**config.mk**
```make
export PLATFORM = sky130hd
export DESIGN_NAME = bsc_device_flat
export DESIGN_NICKNAME = d
export VERILOG_FILES = /design/src/hw/bsc_pkg.sv /design/src/hw/bsc_link_if.sv /design/src/hw/bsc_device.sv /design/src/flat_wrapper.sv
export VERILOG_INCLUDE_DIRS = /design/src /design/src/hw
export SDC_FILE = /design/constraint.sdc
export NUM_CORES = 1
export LEC_CHECK = 0
export ABC_CLOCK_PERIOD_IN_PS = 3500
export BUFFER_PORTS_ARGS = -buffer_cell sky130_fd_sc_hd__buf_2
export CAP_MARGIN = 15
export CORE_MARGIN = 2
export CORE_UTILIZATION = 57
export DETAILED_ROUTE_END_ITERATION = 8
export PLACE_DENSITY = 0.91
export SYNTH_ARGS = -nofsm -noshare
export SYNTH_HDL_FRONTEND = slang
export SYNTH_SLANG_ARGS = --single-unit
```
**constraint.sdc**
```tcl
create_clock -name ref_clk -period 3.5 [get_ports ref_clk]
set_input_delay 0.7 -clock ref_clk [delete_from_list [all_inputs] [get_ports ref_clk]]
set_output_delay 0.7 -clock ref_clk [all_outputs]
set_load 0.005 [all_outputs]
```
**src/hw/bsc_params.svh**
```systemverilog
`ifndef BSC_PARAMS_SVH
`define BSC_PARAMS_SVH

// Register indices inside the controller, reached over the link.
`define BSC_REG_HW_CONFIG   4'h0
`define BSC_REG_ALARM_HW    4'h1
`define BSC_REG_CONV_CMD    4'h2
`define BSC_REG_CAL_CTL     4'h3

// Hardware configuration register fields.
`define BSC_HW_ADC_REF_EXT  2
`define BSC_HW_GAIN1_LSB    4
`define BSC_HW_GAIN2_LSB    6
`define BSC_HW_CKMODE_LSB   8
`define BSC_HW_MON_QUEUE    10
`define BSC_HW_RESET        16'h0000
`define BSC_ALARM_RESET     2'h0

// Conversion command register fields.
`define BSC_CONV_TEMP_EN    4
`define BSC_CONV_CONT       7
`define BSC_CONV_RESET      8'h00

// Calibration control register fields.
`define BSC_CAL_TRACK       0
`define BSC_CAL_RUN         1
`define BSC_CAL_PERIODIC    2
`define BSC_CAL_RESET       3'h0

// Trigger modes.
`define BSC_CK_AUTO         2'h0
`define BSC_CK_TRIG_EACH    2'h3

// Gain codes and channel tags.
`define BSC_GAIN_LOW        5'h02
`define BSC_GAIN_MID        5'h0a
`define BSC_GAIN_HIGH       5'h19
`define BSC_TAG_DIE         4'h8
`define BSC_KELVIN_OFFSET   12'h889

// Timing.
`define BSC_CLK_NS          10
`define BSC_TRIG_LOW_NS     20
`define BSC_DAC_PUP_NS      2000
`define BSC_CAL_PERIOD_NS   13000000
`define BSC_CAL_TRK_CYC     12'h400
`define BSC_CAL_ACQ_MAX     12'hfa0

// Host APB register byte offsets.
`define BSC_APB_CTRL        12'h000
`define BSC_APB_CMD         12'h004
`define BSC_APB_TRIG        12'h008
`define BSC_APB_STATUS      12'h00c
`define BSC_APB_RESULT      12'h010

`endif

```
**src/hw/bsc_pkg.sv**
```systemverilog
`include "bsc_params.svh"

package bsc_pkg;

    typedef enum logic [1:0] {BSC_IDLE, BSC_CAL, BSC_LOW, BSC_HIGH} bsc_state_t;

    typedef struct packed {
        bsc_state_t  st;
        logic [15:0] hw_cfg;
        logic [1:0]  alm_clamp;
        logic [7:0]  conv_cmd;
        logic [2:0]  cal_ctl;
        logic        cal_req;
        logic [11:0] cal_cnt;
        logic [20:0] period_cnt;
        logic [2:0]  scan_mask;
        logic        scan_started;
        logic [1:0]  chan;
        logic        adc_start;
        logic [11:0] low_code;
        logic        trig_q;
        logic        res_valid;
        logic [15:0] res_data;
    } bsc_dev_state_t;

    typedef struct packed {
        logic        clamp;
        logic        reg_wr;
        logic [3:0]  reg_addr;
        logic [15:0] reg_wdata;
        logic [1:0]  trig_cnt;
        logic [7:0]  pup_cnt;
        logic        pup_done;
        logic [15:0] result;
        logic        result_new;
        logic [31:0] prdata;
    } bsc_host_state_t;

    function automatic logic [4:0] bsc_gain(input logic [1:0] sel);
        case (sel)
            2'h0:    bsc_gain = `BSC_GAIN_LOW;
            2'h1:    bsc_gain = `BSC_GAIN_MID;
            default: bsc_gain = `BSC_GAIN_HIGH;
        endcase
    endfunction

    function automatic logic [1:0] bsc_first_chan(input logic [2:0] mask);
        if (mask[0]) begin
            bsc_first_chan = 2'h0;
        end else if (mask[1]) begin
            bsc_first_chan = 2'h1;
        end else begin
            bsc_first_chan = 2'h2;
        end
    endfunction

endpackage

```
**src/hw/bsc_link_if.sv**
```systemverilog
`timescale 1ns/100ps

interface bsc_link_if;
    logic        reg_wr;
    logic [3:0]  reg_addr;
    logic [15:0] reg_wdata;
    logic        conversion_trigger_input_n;
    logic        clamp_request_input;
    logic        busy;
    logic        res_valid;
    logic [15:0] res_data;

    modport device (
        input  reg_wr,
        input  reg_addr,
        input  reg_wdata,
        input  conversion_trigger_input_n,
        input  clamp_request_input,
        output busy,
        output res_valid,
        output res_data
    );

    modport host (
        output reg_wr,
        output reg_addr,
        output reg_wdata,
        output conversion_trigger_input_n,
        output clamp_request_input,
        input  busy,
        input  res_valid,
        input  res_data
    );
endinterface

```
**src/hw/bsc_device.sv**
```systemverilog
// Added by the designer: the APB register port and the placing of the registers.
`timescale 1ns/100ps
`include "bsc_params.svh"

// Notes on behaviour
// - Clamp request high grounds both gate outputs.
// - Alarm clamp field or alarm trip also clamps.
// - Works from reset without any calibration.
// - Track 0, run 1 starts acquisition calibration.
// - Track, run, periodic all set: recalibrate every 13ms.
// - Periodic clear: one tracking calibration per command.
// - Acquisition runs until settled or 4000 cycles; tracking runs a fixed 1024 cycles.
// - Calibration suspends conversions; busy falls when done.
// - Host waits for busy low before converting.
// - Host calibrates only after the DAC power-up wait.
// - Low four configuration bits pick reference sources.
// - Convert at low and high bias, subtract, offset.
// - Result is 12-bit signed, three fraction bits.
// - Host writes temperature command, then pulses trigger.
// - Temperature order: die, remote one, remote two.
// - Queue results only while monitor bit set.
// - Temperature conversions always use internal reference.
// - Sense circuits powered for the whole scan.
// - Continuous temperature scans keep sense power on.
// - Channel gain is 2, 10 or 25.
// - Queued word is channel tag plus 12-bit result.
module bsc_device #(
    parameter int CAL_PERIOD_CYCLES = `BSC_CAL_PERIOD_NS / `BSC_CLK_NS
) (
    input  wire logic        ref_clk,
    input  wire logic        rst,
    input  wire logic        ce,
    bsc_link_if.device       lk,
    input  wire logic [1:0]  alarm_trip,
    input  wire logic        adc_done,
    input  wire logic [11:0] adc_code,
    input  wire logic        cal_offset_minimised,
    output logic             gate1_to_analog_ground,
    output logic             gate2_to_analog_ground,
    output logic [3:0]       reference_select,
    output logic             adc_reference_internal,
    output logic [4:0]       amplifier_gain_select1,
    output logic [4:0]       amplifier_gain_select2,
    output logic             cal_run,
    output logic             cal_tracking,
    output logic             adc_suspend,
    output logic             temp_sense_power,
    output logic             adc_start,
    output logic             adc_bias_high,
    output logic [1:0]       adc_channel
);

    ////////////////////////////////////////////////////////////////////////////////////////////////////

    localparam bsc_pkg::bsc_dev_state_t DEV_RESET = '{
        st:        bsc_pkg::BSC_IDLE,
        hw_cfg:    `BSC_HW_RESET,
        alm_clamp: `BSC_ALARM_RESET,
        conv_cmd:  `BSC_CONV_RESET,
        cal_ctl:   `BSC_CAL_RESET,
        default:   '0
    };

    bsc_pkg::bsc_dev_state_t s;
    bsc_pkg::bsc_dev_state_t next_s;
    logic                    trig_fall;
    logic                    go;
    logic                    cont_temp;
    logic [1:0]              ck_mode;
    logic [11:0]             temp_code;
    logic [2:0]              remaining;

    assign ck_mode   = s.hw_cfg[`BSC_HW_CKMODE_LSB +: 2];
    assign trig_fall = s.trig_q & ~lk.conversion_trigger_input_n;
    assign cont_temp = s.conv_cmd[`BSC_CONV_CONT] & s.conv_cmd[`BSC_CONV_TEMP_EN] & (|s.conv_cmd[2:0]);

    ////////////////////////////////////////////////////////////////////////////////////////////////////

    always_comb begin
        next_s = s;
        next_s.adc_start = 1'b0;
        next_s.res_valid = 1'b0;
        next_s.trig_q = lk.conversion_trigger_input_n;
        // Once a triggered scan has begun, later channels follow without a new trigger,
        // except in the one-channel-per-trigger mode.
        go = (ck_mode == `BSC_CK_AUTO) | trig_fall | (s.scan_started & (ck_mode != `BSC_CK_TRIG_EACH));
        temp_code = adc_code - s.low_code - `BSC_KELVIN_OFFSET;
        remaining = s.scan_mask;
        remaining[s.chan] = 1'b0;

        case (s.st)
            bsc_pkg::BSC_IDLE: begin
                // Calibration takes the idle slot first, so a scan never overlaps it.
                if (s.cal_req) begin
                    next_s.cal_req = 1'b0;
                    next_s.cal_cnt = '0;
                    next_s.st = bsc_pkg::BSC_CAL;
                end else if ((s.scan_mask != 3'h0) && go) begin
                    next_s.chan = bsc_pkg::bsc_first_chan(s.scan_mask);
                    next_s.scan_started = 1'b1;
                    next_s.adc_start = 1'b1;
                    next_s.st = bsc_pkg::BSC_LOW;
                end else if (s.scan_mask == 3'h0) begin
                    // A scan cancelled while it awaits a trigger must not hold busy up.
                    next_s.scan_started = 1'b0;
                end
            end
            bsc_pkg::BSC_CAL: begin
                next_s.cal_cnt = s.cal_cnt + 12'h1;
                if (s.cal_ctl[`BSC_CAL_TRACK]) begin
                    if (s.cal_cnt == `BSC_CAL_TRK_CYC - 12'h1) begin
                        next_s.st = bsc_pkg::BSC_IDLE;
                    end
                end else if (cal_offset_minimised || (s.cal_cnt == `BSC_CAL_ACQ_MAX - 12'h1)) begin
                    next_s.st = bsc_pkg::BSC_IDLE;
                end
            end
            bsc_pkg::BSC_LOW: begin
                if (adc_done) begin
                    next_s.low_code = adc_code;
                    next_s.adc_start = 1'b1;
                    next_s.st = bsc_pkg::BSC_HIGH;
                end
            end
            bsc_pkg::BSC_HIGH: begin
                if (adc_done) begin
                    if (s.hw_cfg[`BSC_HW_MON_QUEUE]) begin
                        next_s.res_data = {`BSC_TAG_DIE + {2'h0, s.chan}, temp_code};
                    end
                    next_s.res_valid = s.hw_cfg[`BSC_HW_MON_QUEUE];
                    next_s.scan_mask = remaining;
                    if (remaining == 3'h0) begin
                        if (cont_temp) begin
                            next_s.scan_mask = s.conv_cmd[2:0];
                        end else begin
                            next_s.scan_started = 1'b0;
                        end
                    end
                    next_s.st = bsc_pkg::BSC_IDLE;
                end
            end
            default: begin
                next_s.st = bsc_pkg::BSC_IDLE;
            end
        endcase

        // Periodic tracking calibration only counts while all three control bits are set.
        // It follows the state machine so that a request raised as a calibration starts is kept.
        if (&s.cal_ctl) begin
            if (s.period_cnt == 21'(CAL_PERIOD_CYCLES - 1)) begin
                next_s.period_cnt = '0;
                next_s.cal_req = 1'b1;
            end else begin
                next_s.period_cnt = s.period_cnt + 21'h1;
            end
        end else begin
            next_s.period_cnt = '0;
        end

        // Writes come last so that a command landing with a clear is kept.
        if (lk.reg_wr) begin
            case (lk.reg_addr)
                `BSC_REG_HW_CONFIG: begin
                    next_s.hw_cfg = lk.reg_wdata;
                end
                `BSC_REG_ALARM_HW: begin
                    next_s.alm_clamp = lk.reg_wdata[1:0];
                end
                `BSC_REG_CONV_CMD: begin
                    next_s.conv_cmd = lk.reg_wdata[7:0];
                    next_s.scan_mask = lk.reg_wdata[`BSC_CONV_TEMP_EN] ? lk.reg_wdata[2:0] : 3'h0;
                end
                `BSC_REG_CAL_CTL: begin
                    next_s.cal_ctl = lk.reg_wdata[2:0];
                    next_s.period_cnt = '0;
                    if (lk.reg_wdata[`BSC_CAL_RUN]) begin
                        next_s.cal_req = 1'b1;
                    end
                end
                default: begin
                end
            endcase
        end
    end

    always_ff @(posedge ref_clk or posedge rst) begin
        if (rst) begin
            s <= DEV_RESET;
        end else if (ce) begin
            s <= next_s;
        end
    end

    ////////////////////////////////////////////////////////////////////////////////////////////////////

    // The clamp path is combinational on purpose: protection must not wait for a clock edge.
    assign gate1_to_analog_ground = lk.clamp_request_input | s.alm_clamp[0] | alarm_trip[0];
    assign gate2_to_analog_ground = lk.clamp_request_input | s.alm_clamp[1] | alarm_trip[1];

    assign reference_select = s.hw_cfg[3:0];
    assign adc_reference_internal = (s.st == bsc_pkg::BSC_LOW) | (s.st == bsc_pkg::BSC_HIGH)
                                    | ~s.hw_cfg[`BSC_HW_ADC_REF_EXT];
    assign amplifier_gain_select1 = bsc_pkg::bsc_gain(s.hw_cfg[`BSC_HW_GAIN1_LSB +: 2]);
    assign amplifier_gain_select2 = bsc_pkg::bsc_gain(s.hw_cfg[`BSC_HW_GAIN2_LSB +: 2]);

    assign cal_run      = s.st == bsc_pkg::BSC_CAL;
    assign cal_tracking = s.cal_ctl[`BSC_CAL_TRACK];
    assign adc_suspend  = s.st == bsc_pkg::BSC_CAL;
    assign temp_sense_power = s.scan_started | cont_temp;

    assign adc_start     = s.adc_start;
    assign adc_bias_high = s.st == bsc_pkg::BSC_HIGH;
    assign adc_channel   = s.chan;

    // Continuous scans do not raise busy; a pending calibration already does.
    assign lk.busy = s.cal_req | (s.st == bsc_pkg::BSC_CAL) | (s.scan_started & ~s.conv_cmd[`BSC_CONV_CONT]
                     & ((ck_mode != `BSC_CK_TRIG_EACH) | (s.st != bsc_pkg::BSC_IDLE)));
    assign lk.res_valid = s.res_valid;
    assign lk.res_data  = s.res_data;

endmodule

```
**src/flat_wrapper.sv**
```systemverilog
// flat-port wrapper written by rule: the top's interface ports become plain ports
module bsc_device_flat 
#(
    parameter int CAL_PERIOD_CYCLES = `BSC_CAL_PERIOD_NS / `BSC_CLK_NS
)
  (ref_clk, rst, ce, alarm_trip, adc_done, adc_code, cal_offset_minimised, gate1_to_analog_ground, gate2_to_analog_ground, reference_select, adc_reference_internal, amplifier_gain_select1, amplifier_gain_select2, cal_run, cal_tracking, adc_suspend, temp_sense_power, adc_start, adc_bias_high, adc_channel, lk_reg_wr, lk_reg_addr, lk_reg_wdata, lk_conversion_trigger_input_n, lk_clamp_request_input, lk_busy, lk_res_valid, lk_res_data);
  bsc_link_if lk_i ();
  input  wire logic ref_clk;
  input  wire logic rst;
  input  wire logic ce;
  input  wire logic [1:0] alarm_trip;
  input  wire logic adc_done;
  input  wire logic [11:0] adc_code;
  input  wire logic cal_offset_minimised;
  output logic gate1_to_analog_ground;
  output logic gate2_to_analog_ground;
  output logic [3:0] reference_select;
  output logic adc_reference_internal;
  output logic [4:0] amplifier_gain_select1;
  output logic [4:0] amplifier_gain_select2;
  output logic cal_run;
  output logic cal_tracking;
  output logic adc_suspend;
  output logic temp_sense_power;
  output logic adc_start;
  output logic adc_bias_high;
  output logic [1:0] adc_channel;
  input wire logic [$bits(lk_i.reg_wr)-1:0] lk_reg_wr;
  input wire logic [$bits(lk_i.reg_addr)-1:0] lk_reg_addr;
  input wire logic [$bits(lk_i.reg_wdata)-1:0] lk_reg_wdata;
  input wire logic [$bits(lk_i.conversion_trigger_input_n)-1:0] lk_conversion_trigger_input_n;
  input wire logic [$bits(lk_i.clamp_request_input)-1:0] lk_clamp_request_input;
  output wire logic [$bits(lk_i.busy)-1:0] lk_busy;
  output wire logic [$bits(lk_i.res_valid)-1:0] lk_res_valid;
  output wire logic [$bits(lk_i.res_data)-1:0] lk_res_data;
  assign lk_i.reg_wr = lk_reg_wr;
  assign lk_i.reg_addr = lk_reg_addr;
  assign lk_i.reg_wdata = lk_reg_wdata;
  assign lk_i.conversion_trigger_input_n = lk_conversion_trigger_input_n;
  assign lk_i.clamp_request_input = lk_clamp_request_input;
  assign lk_busy = lk_i.busy;
  assign lk_res_valid = lk_i.res_valid;
  assign lk_res_data = lk_i.res_data;
  bsc_device #(.CAL_PERIOD_CYCLES(CAL_PERIOD_CYCLES)) u_core (.ref_clk(ref_clk), .rst(rst), .ce(ce), .lk(lk_i), .alarm_trip(alarm_trip), .adc_done(adc_done), .adc_code(adc_code), .cal_offset_minimised(cal_offset_minimised), .gate1_to_analog_ground(gate1_to_analog_ground), .gate2_to_analog_ground(gate2_to_analog_ground), .reference_select(reference_select), .adc_reference_internal(adc_reference_internal), .amplifier_gain_select1(amplifier_gain_select1), .amplifier_gain_select2(amplifier_gain_select2), .cal_run(cal_run), .cal_tracking(cal_tracking), .adc_suspend(adc_suspend), .temp_sense_power(temp_sense_power), .adc_start(adc_start), .adc_bias_high(adc_bias_high), .adc_channel(adc_channel));
endmodule
```
## Yosys cells after proc, flatten, opt, wreduce, memory -nomap -nowiden

Index checks and enable logic that the tools add are counted.

- Memories kept: 0
- Word-level logic and storage cells: 138
- Bits of input ports: 42
- Output and inout port bits: 43
- Register bits: 97
- Latch bits: 0
- Memory bits (writable): 0
- Memory bits (read-only): 0

- Add/subtract/negate cells: 5
- Order comparisons: 2
- Reduce and logical (&&, ||, !) cells: 26
- Muxes and demuxes: 43
- Div/mod/pow operators: 0
- Shift-type cells: 0
- Bitwise logic cells: 24
- Equal/unequal tests: 22
- Multipliers: 0

Operators with widths:

| kind | number |
|---|---|
| $mux 21 | 3 |
| $mux 17 | 2 |
| $mux 24 | 1 |
| $pmux 12 s2 | 1 |
| $add 21x1->21 const B | 1 |
| $eq 21x21->1 const B | 1 |
| $reduce_and 3->1 | 7 |
| $pmux 5 s2 | 2 |
| $mux 2 | 9 |
| $mux 16 | 1 |
| $mux 3 | 5 |
| $mux 13 | 1 |
| $add 12x1->12 const B | 1 |
| $eq 12x10->1 const B | 1 |
| $eq 12x12->1 const B | 1 |
| $mux 12 | 1 |
| $mux 4 | 3 |
| $or 1x1->1 | 12 |
| $sub 12x12->12 | 1 |
| $sub 12x12->12 const B | 1 |
| $mux 1 | 10 |
| $ne 2x2->1 const B | 5 |
| $ne 3x1->1 const B | 3 |
| $eq 4x2->1 const B | 2 |
| other kinds (26) | 47 |

## Logic depth before layout (Yosys ltp)

- Depth after elaboration: 12
- Gate-level depth with buffers: 9
- Gate-level depth less buffers: 9

## Worst setup path after synthesis

OpenSTA, ideal clock, no wires.

- Kind: input-to-reg
- From: input port adc_code[1]
- To: register u_core.s (netlist bit u_core.lk.res_data[11])
- Library setup time: 0.069 ns
- Setup slack: 0.984 ns
- Path buffers: 0
- Arrival time: 2.447 ns
- Required time: 3.431 ns
- Cell stages on the path: 8
- Path through: ha_1 > ha_1 > fa_1 > a21oi_1 > nand4b_1 > a211oi_1 > or3_1 > nand3_1

- Longest elaborated chain between the ends: 2

Ends and longest elaborated chain:

| element | line | text |
|---|---|---|
| from (decl) | flat_wrapper.sv:13 | `input wire logic [11:0] adc_code;` |
| $sub 12x12->12 | bsc_device.sv:87 | `` temp_code = adc_code - s.low_code - `BSC_KELVIN_OFFSET; `` |
| $sub 12x12->12 (no line) | - |  |
| to (signal assigned) | bsc_device.sv:190 | `s <= next_s;` |
| to (decl) | bsc_device.sv:64 | `bsc_pkg::bsc_dev_state_t s;` |

No other way between the ends.
A chain may end at the register's enable or synchronous reset.

## Worst setup path after layout

Same ends and word-level chain as after synthesis.

==> results.cfg <==
[detailed_routing]
drt-pass1-iter-count = 5
wl_per_cell_um = 14.91
drc = 0
drt_iter0_drc = 174
viasPerCell = 5.744
vias = 4136
wl_um = 10740
drt.antenna.violating_nets = 0

[grt]
grt_pass1_vias = 4069
antenna_found_initial = 0
grt_use_total_pct = 22.31
grt_pass1_wl_um = 18380
grt_overflow = 0
grt_max_degree = 38

[synth]
ys_top_cells_by_area = dfrtp_1 (44%), mux2_2 (6.2%), ha_1 (5.5%)
synth_area_um2 = 5256
yosysSeqAreaShare_pct = 44.28
syn_area_per_cell_um2 = 9.471
ys_warn_count = 0
synth_top_cell_area_share_pct = 44.28
synthArstFlopShare_pct = 100.0
ys_ff_latch = 93
synth_cell_types = 56
synthCells = 555
synth_edf_count = 0
yosys.area.top_type = dfrtp_1
synth_ff_type = dfrtp_1

[setup_path]
start_kind = input pin
critPathMaxFanout = 4
ff2ff_path_depth = 9
worstPathRequired_ns = 3.80
end_kind = flip-flop
cp.arrival_ns = 2.75
crit_type = input pin to flip-flop

[timing]
finalHoldViolCount = 0
max_freq_ghz = 0.4093
fin_crit_ns = 2.443
rsz0062_at_grt = false
setup_ws_ns = 1.057
relSlewSlack_pct = 41.14
worstMarginPinSlew_ns = 0.8762
finalSetupViolCount = 0
finalSetupTns_ns = 0
fin_skew_ns = 0.01238
fin_crit_sh_pct = 69.81
slew_viol_final = 0

[layout]
area_growth_pct = 9.998
fill_cells = 696
diodes = 0
fin_nets = 670
stdcell_count = 720
drive_gt1_share_pct = 22.82

[pwr]
p_per_area_nw_per_um2 = 642.8
total_power_mw = 3.716
peakVddDrop_mv = 0.2666
p_leak_nw = 2.875

[cts]
cts_max_level = 3
cts_buffers = 9
cts-resized-gates = 0
cts_tree = built
post_cts_buffers = 0
cts-hold-fix-buffers = 0
clock_latency_ns = 0.36
cts_sinks = 93
cts-root-buf = clkbuf_8
path_clk_slew_ns = 0.10
clockBufferDepth = 2

[floorplan]
die_x_um = 100.0
rows = 35
coreArea_um2 = 9109
die_area_um2 = 10010
dieHeight_um = 100.0
io_pins = 85
initial_utilization_pct = 57.71

[run]
maxCapViolCount = 0

[place]
port_buffers = 76
routabilityCongestion = 0.9059
hpwl_um = 7846
dp_cells = 704
preCtsSetupSlack_ns = 0.6863

[outcome]
status = finished, final reports clean

[worst_hold_path]
hp-class = input pin to asynchronous set/reset pin
## logic make-up (layout without fill, tap and decap cells)
family,count (synthesis),count (layout),synth area share [%]
multiplexers,33,33,6.998
other,1,3,0.07134
AO/OA/AOI/OAI,85,85,10.40
flip-flops,93,93,44.28
buffers and inverters,84,136,8.069
AND/OR/NAND/NOR,208,208,19.81
XOR/XNOR,26,26,4.332
adder cells (fa/ha/maj),25,25,6.046
## cell usage after synthesis, drive strengths merged, types with 3 or more instances
cell,number
mux2,30
and3,13
nand4,8
nor3,18
nand2,65
clkbuf,16
nor4,3
a31oi,7
o21ai,37
nand4b,3
nor2b,5
o2bb2ai,3
a22o,6
ha,23
dfrtp,93
inv,37
xor2,13
a21oi,9
nor2,45
nand3,21
or3,8
nand2b,5
a21o,6
buf,31
mux2i,3
xnor2,13
or4b,3
## placed cells by master (no fill, tap or decap), types with 13 or more instances in the layout
cell / Yosys / layout
inv_1: 37 / 36
xnor2_1: 13 / 13
and3_1: 13 / 13
nand2_1: 65 / 65
mux2_2: 29 / 29
xor2_1: 13 / 13
nor3_1: 18 / 18
nor2_1: 44 / 44
o21ai_0: 33 / 33
buf_2: 3 / 76
ha_1: 23 / 23
nand3_1: 21 / 21
dfrtp_1: 93 / 93
## final cells by class
type | count | area [µm²] | share of cell area, %
clock inverter | 7 | 93.84 | 1.623
clock buffer | 9 | 123.9 | 2.142
tap | 111 | 138.9 | 2.402
sequential | 93 | 2327 | 40.25
timing repair buffer | 83 | 445.4 | 7.704
multi-input combinational | 380 | 2512 | 43.45
inverter | 37 | 140.1 | 2.424
## state kept, by name, summed over array words and instances (netlist names)
register / cells
u_core.adc_channel: 2
u_core.cal_tracking: 1
u_core.lk.res_valid: 1
u_core.ck_mode: 2
u_core.reference_select: 4
u_core.s: 67
u_core.adc_start: 1
u_core.lk.res_data: 15
## worst max-delay path: stages
cell	delay, ns
buf_2	0.11
ha_1	0.30
ha_1	0.24
fa_1	0.42
a21oi_1	0.21
nand4b_1	0.20
a211oi_1	0.11
or3_1	0.38
nand3_1	0.08
## metal layers
metal / vias up / wire, µm / part of all wire (%) / GRT usage [%]
li1: 1986 / - / - / -
met1: 1999 / 4850 / 45 / 29.25
met2: 134 / 5257 / 49 / 38.15
met3: 17 / 494 / 4.6 / 2.925
met4: 0 / 136 / 1.3 / 8.219
met5: - / 0 / 0 / 0
## path summary, 6_finish.rpt
path / from / end / slack [ns]
max: adc_code[1] / u_core.lk.res_data[11]$_DFFE_PP0P_ / 1.06
min: rst / u_core.s[28]$_DFFE_PP0P_ / 0.37
max reg2reg: u_core.s[19]$_DFFE_PP0P_ / u_core.lk.res_data[11]$_DFFE_PP0P_ / 1.11
min reg2reg: u_core.lk.res_data[15]$_DFFE_PP0P_ / u_core.lk.res_data[15]$_DFFE_PP0P_ / 0.48
max in group asynchronous: rst / u_core.adc_start$_DFFE_PP0P_ / 2.39
min in group ref_clk: u_core.lk.res_data[15]$_DFFE_PP0P_ / u_core.lk.res_data[15]$_DFFE_PP0P_ / 0.48
## report_power, final
part	total [mW]	internal [mW]	switching, mW
clock network	0.773	0.350	0.423
logic	1.39	0.642	0.747
registers	1.55	1.34	0.217
total	3.72	2.33	1.39
## metrics by stage
step	instance area [µm²]	hold slack, ns	utilization, %
floorplan	5264	0.4359	-
global placement	5564	0.4434	61.09
detailed placement	5564	0.4560	61.09
CTS	5782	0.4029	63.48
global route	5782	0.4410	63.48
finish	5782	0.3739	63.48
Power figures use the tool's default switching activity.
